### config.mk
export PLATFORM = sky130hd
export DESIGN_NAME = uhirq_top
export DESIGN_NICKNAME = d
export VERILOG_FILES = /design/src/hdl/uhirq_pkg.sv /design/src/hdl/uhirq_gate.sv /design/src/hdl/uhirq_top.sv
export VERILOG_INCLUDE_DIRS = /design/src /design/src/hdl
export SDC_FILE = /design/constraint.sdc
export NUM_CORES = 1
export LEC_CHECK = 0
export BUFFER_PORTS_ARGS = -buffer_cell sky130_fd_sc_hd__buf_4
export CAP_MARGIN = 20
export CORE_UTILIZATION = 44
export DETAILED_ROUTE_END_ITERATION = 10
export HOLD_SLACK_MARGIN = 0.12
export PLACE_DENSITY_LB_ADDON = 0.12
export RECOVER_POWER = 100
export SLEW_MARGIN = 10
export SYNTH_ARGS = -nofsm -noshare
export SYNTH_HDL_FRONTEND = slang
export SYNTH_SLANG_ARGS = --single-unit
export TNS_END_PERCENT = 20
### constraint.sdc
create_clock -name mclk -period 0.9 [get_ports mclk]
set_input_delay 0.18 -clock mclk [delete_from_list [all_inputs] [get_ports mclk]]
set_output_delay 0.18 -clock mclk [all_outputs]
set_load 0.01 [all_outputs]
### src/hdl/uhirq_regs.svh
// Offsets, field positions, reset values of the interrupt enable/disable and comm area block.
// Assumes a plain register port with byte addresses and 32-bit data.
//
// Summary of operation
// - Writing one to a disable-port bit clears the matching enable bit.
// - Writing zero to a disable-port bit leaves the enable bit unchanged.
// - Reading the disable port returns the enable register; no own state.
// - Bit 31 is the master gate; one turns all interrupts off, zero ignored.
// - Hardware or software reset sets the master gate.
// - Bit 30 one stops owner change interrupts; zero ignored.
// - Bit 6 one stops hub change interrupts.
// - Bit 5 one stops frame wrap interrupts.
// - Bit 4 one stops fatal error interrupts.
// - Bit 3 one stops wake detect interrupts.
// - Bit 2 one stops frame begin interrupts.
// - Bit 1 one stops done list interrupts.
// - Bit 0 one stops scheduling overrun interrupts.
// - Comm area base bits 31..8 are software read/write, engine read only.
// - Comm area base bits 7..0 always read zero.
// - Comm area is memory shared by engine and driver.
// - Interrupt requested only when status, enable and master gate all set.
// - Writing one to an enable bit sets it; zero leaves it.
`ifndef UHIRQ_REGS_SVH
`define UHIRQ_REGS_SVH
`define UHIRQ_OFS_ENABLE    8'h10
`define UHIRQ_OFS_DISABLE   8'h14
`define UHIRQ_OFS_COMMBASE  8'h18
`define UHIRQ_OFS_CONTROL   8'h40
`define UHIRQ_BIT_MASTER    31
`define UHIRQ_BIT_OWNER     30
`define UHIRQ_EVT_MASK      32'h4000007f
`define UHIRQ_IMPL_MASK     32'hc000007f
`define UHIRQ_BASE_MASK     32'hffffff00
`define UHIRQ_ENABLE_RESET  32'h80000000
`define UHIRQ_BASE_RESET    32'h00000000
`define UHIRQ_BIT_SWRESET   0
`endif

### src/hdl/uhirq_pkg.sv
// Types shared by the interrupt enable block.
// Assumes the constants header is included alongside.
package uhirq_pkg;
  typedef struct packed {
    logic [7:0]  addr;
    logic [31:0] wdata;
    logic        wr;
    logic        rd;
  } uhirq_req_type;
endpackage : uhirq_pkg

### src/hdl/uhirq_gate.sv
// Interrupt request gating from status, enable and master gate.
// Assumes status and enable come from flip-flops on mclk.
`include "uhirq_regs.svh"
module uhirq_gate
  import uhirq_pkg::*;
(
  // Clock and reset
  input  wire logic        mclk,
  input  wire logic        resetn,
  // Event state
  input  wire logic [31:0] status,
  input  wire logic [31:0] enable,
  // Request
  output logic             irqReq
);
  localparam logic [31:0] EvtMask = `UHIRQ_EVT_MASK;
  logic [31:0] hit;

  // ******************************
  // Per-event gating
  // ******************************
  genvar g;
  generate
    for (g = 0; g < 31; g++)
    begin : gEvt
      assign hit[g] = status[g] & enable[g] & EvtMask[g];
    end
  endgenerate
  assign hit[31] = 1'b0;

  always_ff @(posedge mclk or negedge resetn)
  begin
    if (!resetn)
      irqReq <= 1'b0;
    else
      irqReq <= (|hit) & enable[`UHIRQ_BIT_MASTER];
  end

  AST_IRQ_GATE: assert property (@(posedge mclk) disable iff (!resetn)
    irqReq |-> $past(enable[`UHIRQ_BIT_MASTER]) && $past(|(status & enable & EvtMask)))
    else $error("irq without cause");
endmodule : uhirq_gate

### src/hdl/uhirq_top.sv
// Enable/disable interrupt register pair and comm area base pointer.
// Assumes a one-cycle strobe register port; status events come from the host engine.
`include "uhirq_regs.svh"
module uhirq_top
  import uhirq_pkg::*;
(
  // Clock and reset
  input  wire logic        mclk,
  input  wire logic        resetn,
  // Register port
  input  wire logic [7:0]  regAddr,
  input  wire logic [31:0] regWdata,
  input  wire logic        regWr,
  input  wire logic        regRd,
  output logic      [31:0] regRdata,
  // Host engine side
  input  wire logic [31:0] irqStatus,
  output logic      [31:0] irqEnable,
  output logic      [31:0] commAreaBase,
  output logic             irqReq
);
  uhirq_req_type req;
  logic [31:0] enable_q;
  logic [31:0] base_q;
  logic [31:0] rdata_q;
  logic        swReset;

  assign req = '{addr: regAddr, wdata: regWdata, wr: regWr, rd: regRd};
  assign swReset = req.wr && req.addr == `UHIRQ_OFS_CONTROL &&
                   req.wdata[`UHIRQ_BIT_SWRESET];

  // ******************************
  // Enable register
  // ******************************
  always_ff @(posedge mclk or negedge resetn)
  begin
    if (!resetn)
      enable_q <= `UHIRQ_ENABLE_RESET;
    else if (swReset)
      enable_q <= `UHIRQ_ENABLE_RESET;
    else if (req.wr && req.addr == `UHIRQ_OFS_ENABLE)
      enable_q <= enable_q | (req.wdata & `UHIRQ_IMPL_MASK);
    else if (req.wr && req.addr == `UHIRQ_OFS_DISABLE)
      // Ones clear, zeros keep, reserved ignored, covers bits 31,30,6..0
      enable_q <= enable_q & ~(req.wdata & `UHIRQ_IMPL_MASK);
  end

  // ******************************
  // Comm area base
  // ******************************
  always_ff @(posedge mclk or negedge resetn)
  begin
    if (!resetn)
      base_q <= `UHIRQ_BASE_RESET;
    else if (swReset)
      base_q <= `UHIRQ_BASE_RESET;
    else if (req.wr && req.addr == `UHIRQ_OFS_COMMBASE)
      base_q <= req.wdata & `UHIRQ_BASE_MASK;
  end

  // ******************************
  // Read data
  // ******************************
  always_ff @(posedge mclk or negedge resetn)
  begin
    if (!resetn)
      rdata_q <= 32'h00000000;
    else if (req.rd)
    begin
      case (req.addr)
        `UHIRQ_OFS_ENABLE:   rdata_q <= enable_q;
        `UHIRQ_OFS_DISABLE:  rdata_q <= enable_q;
        `UHIRQ_OFS_COMMBASE: rdata_q <= base_q;
        default:             rdata_q <= 32'h00000000;
      endcase
    end
    else
      rdata_q <= 32'h00000000;
  end

  assign regRdata     = rdata_q;
  assign irqEnable    = enable_q;
  assign commAreaBase = base_q;

  uhirq_gate uGate
  (
    .mclk   (mclk),
    .resetn (resetn),
    .status (irqStatus),
    .enable (enable_q),
    .irqReq (irqReq)
  );

  // ******************************
  // Checks
  // ******************************
  AST_DIS_CLEARS: assert property (@(posedge mclk) disable iff (!resetn)
    (regWr && regAddr == `UHIRQ_OFS_DISABLE && !swReset) |=>
    ((enable_q & $past(regWdata) & `UHIRQ_IMPL_MASK) == 32'h0))
    else $error("disable did not clear");

  AST_DIS_KEEPS: assert property (@(posedge mclk) disable iff (!resetn)
    (regWr && regAddr == `UHIRQ_OFS_DISABLE) |=>
    ((enable_q & ~$past(regWdata)) == ($past(enable_q) & ~$past(regWdata))))
    else $error("disable zero changed bit");

  AST_DIS_READ: assert property (@(posedge mclk) disable iff (!resetn)
    (regRd && regAddr == `UHIRQ_OFS_DISABLE) |=> regRdata == $past(enable_q))
    else $error("disable read mismatch");

  AST_MASTER_OFF: assert property (@(posedge mclk) disable iff (!resetn)
    (regWr && regAddr == `UHIRQ_OFS_DISABLE && regWdata[31] && !swReset) |=>
    !enable_q[31] ##1 !irqReq)
    else $error("master gate not off");

  AST_SWRESET: assert property (@(posedge mclk) disable iff (!resetn)
    swReset |=> enable_q == `UHIRQ_ENABLE_RESET)
    else $error("soft reset no gate");

  AST_OWNER_OFF: assert property (@(posedge mclk) disable iff (!resetn)
    (regWr && regAddr == `UHIRQ_OFS_DISABLE && regWdata[30]) |=> !enable_q[30])
    else $error("owner change still enabled");

  AST_HUB_OFF: assert property (@(posedge mclk) disable iff (!resetn)
    (regWr && regAddr == `UHIRQ_OFS_DISABLE && regWdata[6]) |=> !enable_q[6])
    else $error("hub change still enabled");

  AST_WRAP_OFF: assert property (@(posedge mclk) disable iff (!resetn)
    (regWr && regAddr == `UHIRQ_OFS_DISABLE && regWdata[5]) |=> !enable_q[5])
    else $error("frame wrap still enabled");

  AST_FATAL_OFF: assert property (@(posedge mclk) disable iff (!resetn)
    (regWr && regAddr == `UHIRQ_OFS_DISABLE && regWdata[4]) |=> !enable_q[4])
    else $error("fatal error still enabled");

  AST_WAKE_OFF: assert property (@(posedge mclk) disable iff (!resetn)
    (regWr && regAddr == `UHIRQ_OFS_DISABLE && regWdata[3]) |=> !enable_q[3])
    else $error("wake detect still enabled");

  AST_BEGIN_OFF: assert property (@(posedge mclk) disable iff (!resetn)
    (regWr && regAddr == `UHIRQ_OFS_DISABLE && regWdata[2]) |=> !enable_q[2])
    else $error("frame begin still enabled");

  AST_DONE_OFF: assert property (@(posedge mclk) disable iff (!resetn)
    (regWr && regAddr == `UHIRQ_OFS_DISABLE && regWdata[1]) |=> !enable_q[1])
    else $error("done list still enabled");

  AST_OVERRUN_OFF: assert property (@(posedge mclk) disable iff (!resetn)
    (regWr && regAddr == `UHIRQ_OFS_DISABLE && regWdata[0]) |=> !enable_q[0])
    else $error("overrun still enabled");

  AST_RSVD: assert property (@(posedge mclk) disable iff (!resetn)
    (enable_q & ~`UHIRQ_IMPL_MASK) == 32'h0)
    else $error("reserved bit set");

  AST_BASE_LOW: assert property (@(posedge mclk) disable iff (!resetn)
    (regRd && regAddr == `UHIRQ_OFS_COMMBASE) |=> regRdata[7:0] == 8'h00)
    else $error("base low byte nonzero");

  AST_BASE_WR: assert property (@(posedge mclk) disable iff (!resetn)
    (regWr && regAddr == `UHIRQ_OFS_COMMBASE) |=>
    base_q[31:8] == $past(regWdata[31:8]))
    else $error("base not stored");

  AST_EN_SET: assert property (@(posedge mclk) disable iff (!resetn)
    (regWr && regAddr == `UHIRQ_OFS_ENABLE) |=>
    ((~enable_q & $past(regWdata) & `UHIRQ_IMPL_MASK) == 32'h0))
    else $error("enable set failed");

  COV_DISABLE: cover property (@(posedge mclk) regWr && regAddr == `UHIRQ_OFS_DISABLE);
  COV_IRQ:     cover property (@(posedge mclk) irqReq);
  COV_BASE:    cover property (@(posedge mclk) regRd && regAddr == `UHIRQ_OFS_COMMBASE);
  COV_SWRST:   cover property (@(posedge mclk) swReset);
  COV_MOFF:    cover property (@(posedge mclk) irqReq ##1 !enable_q[31]);
endmodule : uhirq_top

==> summary.md, run 1 <==
| Metric | Value |
|---|---|
| Area grow syn2layout | 62.50% |
| First-pass GRT wire length | 13.74 mm |
| Internal power | 0.005448 W |
| WHS Path Cells | 3 |
| Die Y | 87.14 um |
| Hold Violations, Final | 0 |
| Sw Share | 0.2336 |
| Met1 GRT Util | 0.3212 |
| Leading post-synthesis cells by cell area | dfrtp_1 (51%), mux2_4 (9.4%), buf_4 (7.3%), o31a_1 (6.6%), and2_1 (5.7%) |
| Final setup margin | -339.6 ps |
| Max clock buf depth | 2 |
| Mux share of post-synthesis cell area | 0.1083 |
| Synth top cells by count | dfrtp_1 (65), buf_4 (31), and2_1 (29) |
| DRT Pass-1 Iters | 4 |
| Post-Synth XOR/XNOR Area | 0 |
| Power density over the cells | 1372 nW/um^2 |
| Hold endpoint | uGate.irqReq$_DFF_PN0_ |
| Worst setup path category | in2reg |
| Seq pwr share | 0.440 |
| DRC viols | 0 |
| Crit-path max FO | 9 |
| Mapped Area | 3189 um^2 |
| Grt met3 use | 0.04265 |
| Failing checks | setup timing |
| Clock Tree Root | clkbuf_8 |
| Post-synthesis compound-gate area fraction | 0.1412 |
| Worst Setup End Kind | flip-flop |
| H-Tree Depth | 3 |
| GRT overflow | 0 |
| Slew margin rel. | 0.6008 |
| Cells after DPL | 476 |
| Syn_area_per_cell | 12.71 um^2 |
| Comb power frac | 0.149 |
| Worst-path clk slew | 80 ps |
| Final ANT Viol Nets | 0 |
| Worst EP required | 1110 ps |
| Die ar. | 7593 um^2 |
| Post-DP HPWL | 5.503 mm |
| Placement Setup Slack | -716.5 ps |
| Core area | 6907 um^2 |
| Clock sinks | 66 |
| Site Rows | 30 |
| GRT Overall Usage | 0.2447 |
| Max-cap violations | 0 |
| Reg2reg start | irqEnable[0]$_DFFE_PN0P_ |
| Worst Tran Pin Value | 598.9 ps |
| Worst-Skew Late Latency | 340 ps |
| Hold_ws | 149.0 ps |
| DR WL/cell | 16.78 um |
| RSZ-0062 raised after global routing | true |
| Die X | 87.14 um |
| Slew Limit Fails | 0 |
| Peak supply drop | 0.9398 mV |
| Vias in the first global route | 2,696 |
| Largest net degree at the start of global routing | 24 |
| Initial antenna violation count | 0 |
| Synthesized flop and latch total | 66 |
| Top-area cell type share of the netlist area | 0.5100 |
| Fin cells | 527 |
| Post-synthesis sequential area ratio | 0.5182 |
| Async S/R FF share, synth | 1.000 |
| GRT Max-Usage Layer | met2 |
| Clock group share of total power | 0.411 |
| Vias per cell | 4.975 |
| Reg2reg path depth | 3 |
| Synth Instances | 251 |
| Ys Warns | 0 |
| Yosys top cell by area | dfrtp_1 |
| HP Class | in2reg |
| Ys flop type | dfrtp_1 |
| Reg-to-reg slack, setup | -100 ps |
| Vias | 2,622 |
| Core utilization of the finished layout | 0.7504 |
| WL final | 8.843 mm |
| Fin crit share | 1.377 |
| Crit path DAT | 1450 ps |
| Final setup viols | 163 |
| Final setup skew | 8.923 ps |
| Number of synthesized flops with an enable pin | 0 |
| Post-layout min period | 1240 ps |
| Fmax | 806.7 MHz |
| Pleak | 2.557 nW |
| Post-Synth Simple-Gate Area | 0.1169 |
| Status | complete, but fails checks |
| Share of cells above drive strength 1 | 0.4826 |
| Distinct cells, synth | 35 |
| NumNets Final | 502 |
| Drt initial violations | 130 |
| Synth Area in Adders | 0 |
| I/O Buffers | 116 |
| Hold_sp | irqStatus[5] |
| Worst setup SP type | input pin |
| Psw | 0.001661 W |
| Overall power | 0.007108 W |
| Global placement routability congestion | 0.8947 |
| CTS buffer count | 9 |
| Critical R2R Capture | irqEnable[0]$_DFFE_PN0P_ |
| Filler cells | 473 |
| Most common cell in the netlist | dfrtp_1 |
| Register Area | 1659 um^2 |
| CTS tree | done |
| I/O pin total | 173 |
| Initial Utilization | 0.4618 |
| Antenna Cells | 0 |
| Multi-input logic area | 1335 um^2 |
| M2 GR Usage | 0.4001 |
| Main combinational cell family by area after synthesis | compound AO/OA/AOI/OAI gates |
critical path, stage by stage:
cell    delay (ps)
buf_4          120
or3_4          420
buf_6          160
o31a_1         300
mux2_4         260
cell type report:
cell class                      count  area share
Clock buffer                       12     0.03187
Clock inverter                      4     0.01400
Inverter                            3    0.002173
Multi-Input combinational cell    163      0.2576
Sequential cell                    66      0.3201
Tap cell                           96     0.02318
Timing Repair Buffer              183      0.3510
per-stage QoR:
step	area, um^2	TNS (ps)
floorplan	3306	-24710
global placement	4234	-36610
global route	5182	-30720
detailed placement	4234	-37450
CTS	5161	-21500
finish	5182	-22020
placed cells by master, fill, tap and decap left out, drive strengths merged:
| master | synthesis | final |
|---|---|---|
| nor2b | 1 | 1 |
| dfstp | 1 | 1 |
| conb | 1 | 32 |
| a22oi | 6 | 6 |
| a41oi | 2 | 2 |
| nor2 | 3 | 3 |
| nand4bb | 1 | 1 |
| clkinv | 0 | 1 |
| o2111a | 1 | 1 |
| buf | 39 | 151 |
| mux2 | 24 | 24 |
| nor3 | 2 | 2 |
| dfrtp | 65 | 65 |
| bufinv | 0 | 2 |
| and2 | 29 | 29 |
| dlygate4sd3 | 0 | 31 |
| o41ai | 1 | 1 |
| a211oi | 1 | 1 |
| and3 | 2 | 2 |
| inv | 3 | 3 |
| a221oi | 1 | 1 |
| a211o | 7 | 7 |
| nand2 | 3 | 3 |
| o31a | 24 | 24 |
| nor4b | 2 | 2 |
| or3b | 1 | 1 |
| clkbuf | 11 | 13 |
| nand3 | 1 | 1 |
| or3 | 1 | 1 |
| o32a | 1 | 1 |
| nand3b | 8 | 8 |
| nor3b | 1 | 1 |
| a32o | 7 | 7 |
| clkinvlp | 0 | 1 |
| nand2b | 1 | 1 |
timing repair:
item,CTS,global route
hold endpoints to repair,97,0
setup buffers,2,0
pin swaps,3,2
gates resized for setup,87,9
setup endpoints to repair,129,131
hold buffers,31,0
gates cloned,2,0
worst max path at each step:
stage	startpoint	endpoint	slack, ps	depth (start not counted)
after floorplan	regAddr[7]	commAreaBase[11]$_DFFE_PN0P_	-570	5
after global placement	regAddr[3]	commAreaBase[9]$_DFFE_PN0P_	-680	5
after detailed placement	regAddr[3]	commAreaBase[14]$_DFFE_PN0P_	-720	5
after CTS	regAddr[3]	commAreaBase[14]$_DFFE_PN0P_	-320	5
after global routing	regAddr[3]	commAreaBase[31]$_DFFE_PN0P_	-350	5
final	regAddr[3]	commAreaBase[16]$_DFFE_PN0P_	-340	5
kinds of logic after synthesis:
family,count (synthesis)
buf+inv,53
mux,24
compound gates,51
simple gates,56
flops,66
other cells,1
registers in the layout (all words and copies together), names as in the netlist:
signal / cells
regRdata: 32
commAreaBase: 24
irqEnable: 9
uGate.irqReq: 1
layer usage:
metal,wire length (um),vias up
li1,-,1193
met1,3782,1306
met2,4405,109
met3,456,14
met4,198,0
met5,0,-
power by group through the flow:
stage / logic (W) / registers [W] / clock network [W]
final: 0.00106 / 0.00313 / 0.00292
after global routing: 0.00114 / 0.00313 / 0.00310
after floorplan: 0.000407 / 0.00319 / 0
after global placement: 0.000821 / 0.00317 / 0
after detailed placement: 0.000839 / 0.00317 / 0
after CTS: 0.00105 / 0.00312 / 0.00297
Power figures use the tool's default switching activity.
==> run 2: changes to the inputs <==
--- a/config.mk
+++ b/config.mk
@@ -12,7 +12,6 @@
 export DETAILED_ROUTE_END_ITERATION = 10
 export HOLD_SLACK_MARGIN = 0.12
 export PLACE_DENSITY_LB_ADDON = 0.12
-export RECOVER_POWER = 100
 export SLEW_MARGIN = 10
 export SYNTH_ARGS = -nofsm -noshare
 export SYNTH_HDL_FRONTEND = slang
==> run 2 against run 1 <==
The run still ends with setup timing left. Die area stayed put. Via count is the same. Count of clock-buffer cells in the layout unchanged. Total power is essentially flat. Clock skew unchanged. Critical path depth did not move. Sequential power barely moved.
==> summary.md, run 2 (same netlist as run 1, synthesis figures left out) <==
| Metric | Value |
|---|---|
| Status | complete, but fails checks |
| Failing checks | setup timing |
| Reg-to-reg slack, setup | -100 ps |
| CTS tree | done |
| M1 WL | 3.782 mm |
| I/O pin total | 173 |
| Clock Tree Root | clkbuf_8 |
| Largest net degree at the start of global routing | 24 |
| Crit path cell chain | buf_4 -> or3_4 -> buf_6 -> o31a_1 -> mux2_4 |
| Final setup viols | 124 |
| Final setup TNS | -21,580 ps |
| Die Y | 87.14 um |
| Crit path DAT | 1450 ps |
| Met3 routed WL | 456 um |
| Max clock buf depth | 2 |
| Crit-path max FO | 9 |
| Pleak | 2.558 nW |
| Hold_sp | irqStatus[5] |
| Slew Limit Fails | 0 |
| Met2 routed WL | 4.405 mm |
| Die ar. | 7593 um^2 |
| Worst setup SP type | input pin |
| DP Area | 4234 um^2 |
| DR WL/cell | 16.78 um |
| NumNets Final | 502 |
| Power density over the cells | 1371 nW/um^2 |
| Critical path origin | regAddr[3] |
| H-Tree Depth | 3 |
| Area grow syn2layout | 62.57% |
| Worst-path clk slew | 80 ps |
| Clock sinks | 66 |
| Vias per cell | 4.975 |
| Initial Utilization | 0.4618 |
| Max reg flops | 32 |
| Slowest cell on the critical path | or3_4 |
| Worst setup path category | in2reg |
| Hold_ws | 149.0 ps |
| Max-cap violations | 0 |
| Critical path's largest stage delay | 420 ps |
| Top sig layer | met4 |
| Worst EP required | 1110 ps |
| Fin crit share | 1.377 |
| Final setup margin | -339.6 ps |
| Core utilization of the finished layout | 0.7507 |
| GRT Overall Usage | 0.2447 |
| Vias | 2,622 |
| Share of cells above drive strength 1 | 0.4826 |
| Vias in the first global route | 2,696 |
| DRT Pass-1 Iters | 4 |
| Final setup skew | 8.923 ps |
| Worst-Skew Late Latency | 340 ps |
| Die X | 87.14 um |
| DRC viols | 0 |
| RSZ-0062 raised after global routing | true |
| Final ANT Viol Nets | 0 |
| Site Rows | 30 |
| Antenna Cells | 0 |
| Hold Violations, Final | 0 |
| Initial antenna violation count | 0 |
| I/O Buffers | 116 |
| Design Area, Final | 5185 um^2 |
| Peak supply drop | 0.9398 mV |
| Core area | 6907 um^2 |
| First-pass GRT wire length | 13.74 mm |
| Global placement routability congestion | 0.8947 |
| Commonest non-fill, non-tap cell in the layout | buf_6 |
| CTS buffer count | 9 |
| Filler cells | 473 |
| Reg2reg start | irqEnable[0]$_DFFE_PN0P_ |
| Post-layout min period | 1240 ps |
| Fmax | 806.7 MHz |
| Worst Setup End Kind | flip-flop |
| HP Class | in2reg |
| Most frequent cells in the layout | buf_6 (78), buf_4 (68), dfrtp_1 (60), conb_1 (32), dlygate4sd3_1 (31) |
| Post-DP HPWL | 5.503 mm |
| GRT overflow | 0 |
| Drt initial violations | 130 |
| WL final | 8.843 mm |
[run 2: report_power, final]
group	switching, W	internal [W]
Sequential	0.0000815	0.00305
Clock	0.00114	0.00178
Combinational	0.000441	0.000621
Total	0.00166	0.00545
[run 2: worst paths after layout]
check / to / cells past startpoint
setup reg to reg: irqEnable[0]$_DFFE_PN0P_ / 3
setup / recovery: commAreaBase[16]$_DFFE_PN0P_ / 5
hold reg to reg: regRdata[9]$_DFF_PN0_ / 1
max in group asynchronous: commAreaBase[29]$_DFFE_PN0P_ / 3
hold / removal: uGate.irqReq$_DFF_PN0_ / 3
min in group asynchronous: regRdata[13]$_DFF_PN0_ / 2
[run 2: what timing repair did]
action | 4_1_cts | 5_1_grt
buffers inserted | 2 | 0
gates resized for setup | 87 | 9
setup endpoints to repair | 129 | 131
hold buffers | 31 | 0
hold endpoints to repair | 97 | 0
pin swaps | 3 | 2
cloned | 2 | 0
[run 2: worst max-delay path: cells and delay by family]
kind	cells	cell delay [ps]
multiplexers	1	260
AND/OR/NAND/NOR	1	420
buffers and inverters	2	280
AO/OA/AOI/OAI	1	300
[run 2: cell type report]
class	count	area [um^2]	area share
repair buffers	183	1822	0.3514
clock inverters	4	72.57	0.01400
flip-flops and latches	66	1659	0.3200
well taps	96	120.1	0.02317
multi-input cells	163	1335	0.2575
inverters	3	11.26	0.002172
clock buffers	12	165.2	0.03185
[run 2: metal layers]
layer,global-route usage,vias to the layer above
met1,0.3212,1306
met5,0,-
met2,0.4001,109
li1,-,1193
met3,0.04265,14
met4,0.1058,0
[run 2: per-stage QoR]
stage,cells,worst slack [ps],total power [W]
after floorplan,282,-567.0,0.003593
after global placement,476,-681.6,0.003989
after detailed placement,476,-716.5,0.004005
after CTS,527,-318.0,0.007139
after global routing,527,-346.8,0.007373
final,527,-339.6,0.007110
==> run 3: changes to the inputs <==
--- a/config.mk
+++ b/config.mk
@@ -11,7 +11,7 @@
 export CORE_UTILIZATION = 44
 export DETAILED_ROUTE_END_ITERATION = 10
 export HOLD_SLACK_MARGIN = 0.12
-export PLACE_DENSITY_LB_ADDON = 0.12
+export PLACE_DENSITY = 0.89
 export SLEW_MARGIN = 10
 export SYNTH_ARGS = -nofsm -noshare
 export SYNTH_HDL_FRONTEND = slang
==> run 3 against run 2 <==
Utilization increased by 0.51 points. Critical path depth unchanged. Global-route usage increased by 6.2 points. Critical endpoint is now commAreaBase[8]$_DFFE_PN0P_. Largest cell class unchanged. The run still ends with setup timing left. First-iteration DRC count increased by 110%. Sequential power about the same. Clock power decreased by 9.9%. Combinational power increased by 10%. Setup slack got worse by 11 ps.
==> summary.md, run 3 (same netlist as run 1, synthesis figures left out) <==
| Metric | Value |
|---|---|
| Final setup skew | 8.965 ps |
| Worst Tran Pin Value | 502.1 ps |
| Final setup margin | -350.5 ps |
| I/O Buffers | 116 |
| Final setup viols | 131 |
| Clock Tree Root | clkbuf_8 |
| Most frequent cells in the layout | buf_6 (80), buf_4 (65), dfrtp_1 (56), conb_1 (32), dlygate4sd3_1 (30) |
| Drt initial violations | 275 |
| Crit-path max FO | 17 |
| Die Y | 87.14 um |
| Hold Violations, Final | 0 |
| Fmax | 799.7 MHz |
| First-pass GRT wire length | 16.69 mm |
| WL final | 12.16 mm |
| Pleak | 2.570 nW |
| Fin cells | 526 |
| Initial antenna violation count | 0 |
| Die X | 87.14 um |
| Vias | 3,019 |
| H-Tree Depth | 3 |
| Vias in the first global route | 3,089 |
| Global placement routability congestion | 0.8258 |
| Crit path DAT | 1490 ps |
| Core utilization of the finished layout | 0.7558 |
| Die ar. | 7593 um^2 |
| Core area | 6907 um^2 |
| Largest net degree at the start of global routing | 30 |
| Power density over the cells | 1330 nW/um^2 |
| Placement Setup Slack | -701.9 ps |
| Slew margin rel. | 0.6646 |
| DRT Pass-1 Iters | 5 |
| HP Class | in2reg |
| Clock sinks | 66 |
| RSZ-0062 raised after global routing | true |
| Antenna Cells | 0 |
| Share of cells above drive strength 1 | 0.5000 |
| Fin crit share | 1.389 |
| I/O pin total | 173 |
| Post-layout min period | 1251 ps |
| Final ANT Viol Nets | 0 |
| Worst-Skew Late Latency | 360 ps |
| Worst setup path category | in2reg |
| Area grow syn2layout | 63.67% |
| Worst EP required | 1140 ps |
| Worst Setup End Kind | flip-flop |
| Site Rows | 30 |
| Vias per cell | 5.740 |
| Initial Utilization | 0.4618 |
| Worst-path clk slew | 70 ps |
| CTS tree | done |
| DR WL/cell | 23.13 um |
| Status | complete, but fails checks |
| Commonest non-fill, non-tap cell in the layout | buf_6 |
| Max-cap violations | 0 |
| CTS buffer count | 9 |
| GRT overflow | 0 |
| Post-DP HPWL | 5.786 mm |
| NumNets Final | 501 |
| Max reg flops | 32 |
| Peak supply drop | 0.7789 mV |
| Slew Limit Fails | 0 |
| DRC viols | 0 |
| Max clock buf depth | 2 |
| Cells after DPL | 474 |
| GRT Overall Usage | 0.3065 |
| Worst setup SP type | input pin |
| Failing checks | setup timing |
| Filler cells | 387 |
run 3: changes by cell type in the layout (fill, tap and decap cells not counted), moves of 2 or more:
cell      previous run  this run
dfrtp_2              5         9
buf_6               78        80
buf_12               4         6
mux2_4              20        24
mux2_2               4         0
clkbuf_1             0         3
buf_4               68        65
dfrtp_1             60        56
and2_1              29        27
and2_4               0         2
run 3: layout make-up:
class / instances / area [um^2] / share of cell area
clock inverter: 2 / 35.03 / 0.006711
timing repair buffer: 182 / 1837 / 0.3519
sequential: 66 / 1664 / 0.3188
clock buffer: 14 / 162.7 / 0.03116
inverter: 3 / 11.26 / 0.002157
tap: 96 / 120.1 / 0.02301
multi-input combinational: 163 / 1390 / 0.2663
run 3: stage by stage:
step	instance area, um^2	hold WS, ps	power [W]	TNS, ps
2_1_floorplan	3306	-115.6	0.003593	-24710
3_3_place_gp	4232	52.11	0.003974	-36910
3_5_place_dp	4232	50.71	0.004008	-40090
4_1_cts	5102	122.0	0.006728	-23880
5_1_grt	5220	149.6	0.007134	-28590
6_report	5220	139.7	0.006944	-25990
run 3: layer usage:
layer / vias to the layer above / share of wire / global-route usage
li1: 1194 / - / -
met1: 1503 / 0.35 / 0.3278
met3: 68 / 0.083 / 0.08057
met4: 0 / 0.065 / 0.1863
met5: - / 0 / 0
met2: 254 / 0.50 / 0.5412
run 3: final timing paths:
check / from / end / slack, ps / cells past startpoint
max: regAddr[5] / commAreaBase[8]$_DFFE_PN0P_ / -350 / 5
min: regRd / regRdata[31]$_DFF_PN0_ / 140 / 3
max reg2reg: irqEnable[31]$_DFFE_PN1P_ / regRdata[31]$_DFF_PN0_ / -180 / 4
min reg2reg: commAreaBase[29]$_DFFE_PN0P_ / regRdata[29]$_DFF_PN0_ / 540 / 1
max in group asynchronous: resetn / regRdata[27]$_DFF_PN0_ / 200 / 3
min in group asynchronous: resetn / regRdata[31]$_DFF_PN0_ / 260 / 2
run 3: worst max-delay path: stages:
cell and delay (ps):
buf_6 90, or3b_4 450, buf_12 180, o31a_1 310
mux2_4 280
run 3: power by group:
part	switching (W)	leakage (nW)	internal, W
combinational	0.000511	1.57	0.000655
sequential	0.000101	0.896	0.00305
clock	0.00120	0.101	0.00143
run 3: repair_timing:
action                                  4_1_cts  5_1_grt
pin swaps                                     2        4
cloned                                        2        0
resized for setup                            85       29
endpoints found under the setup margin      130      131
setup buffers                                 2        2
hold endpoints to repair                     95        0
hold buffers                                 30        0
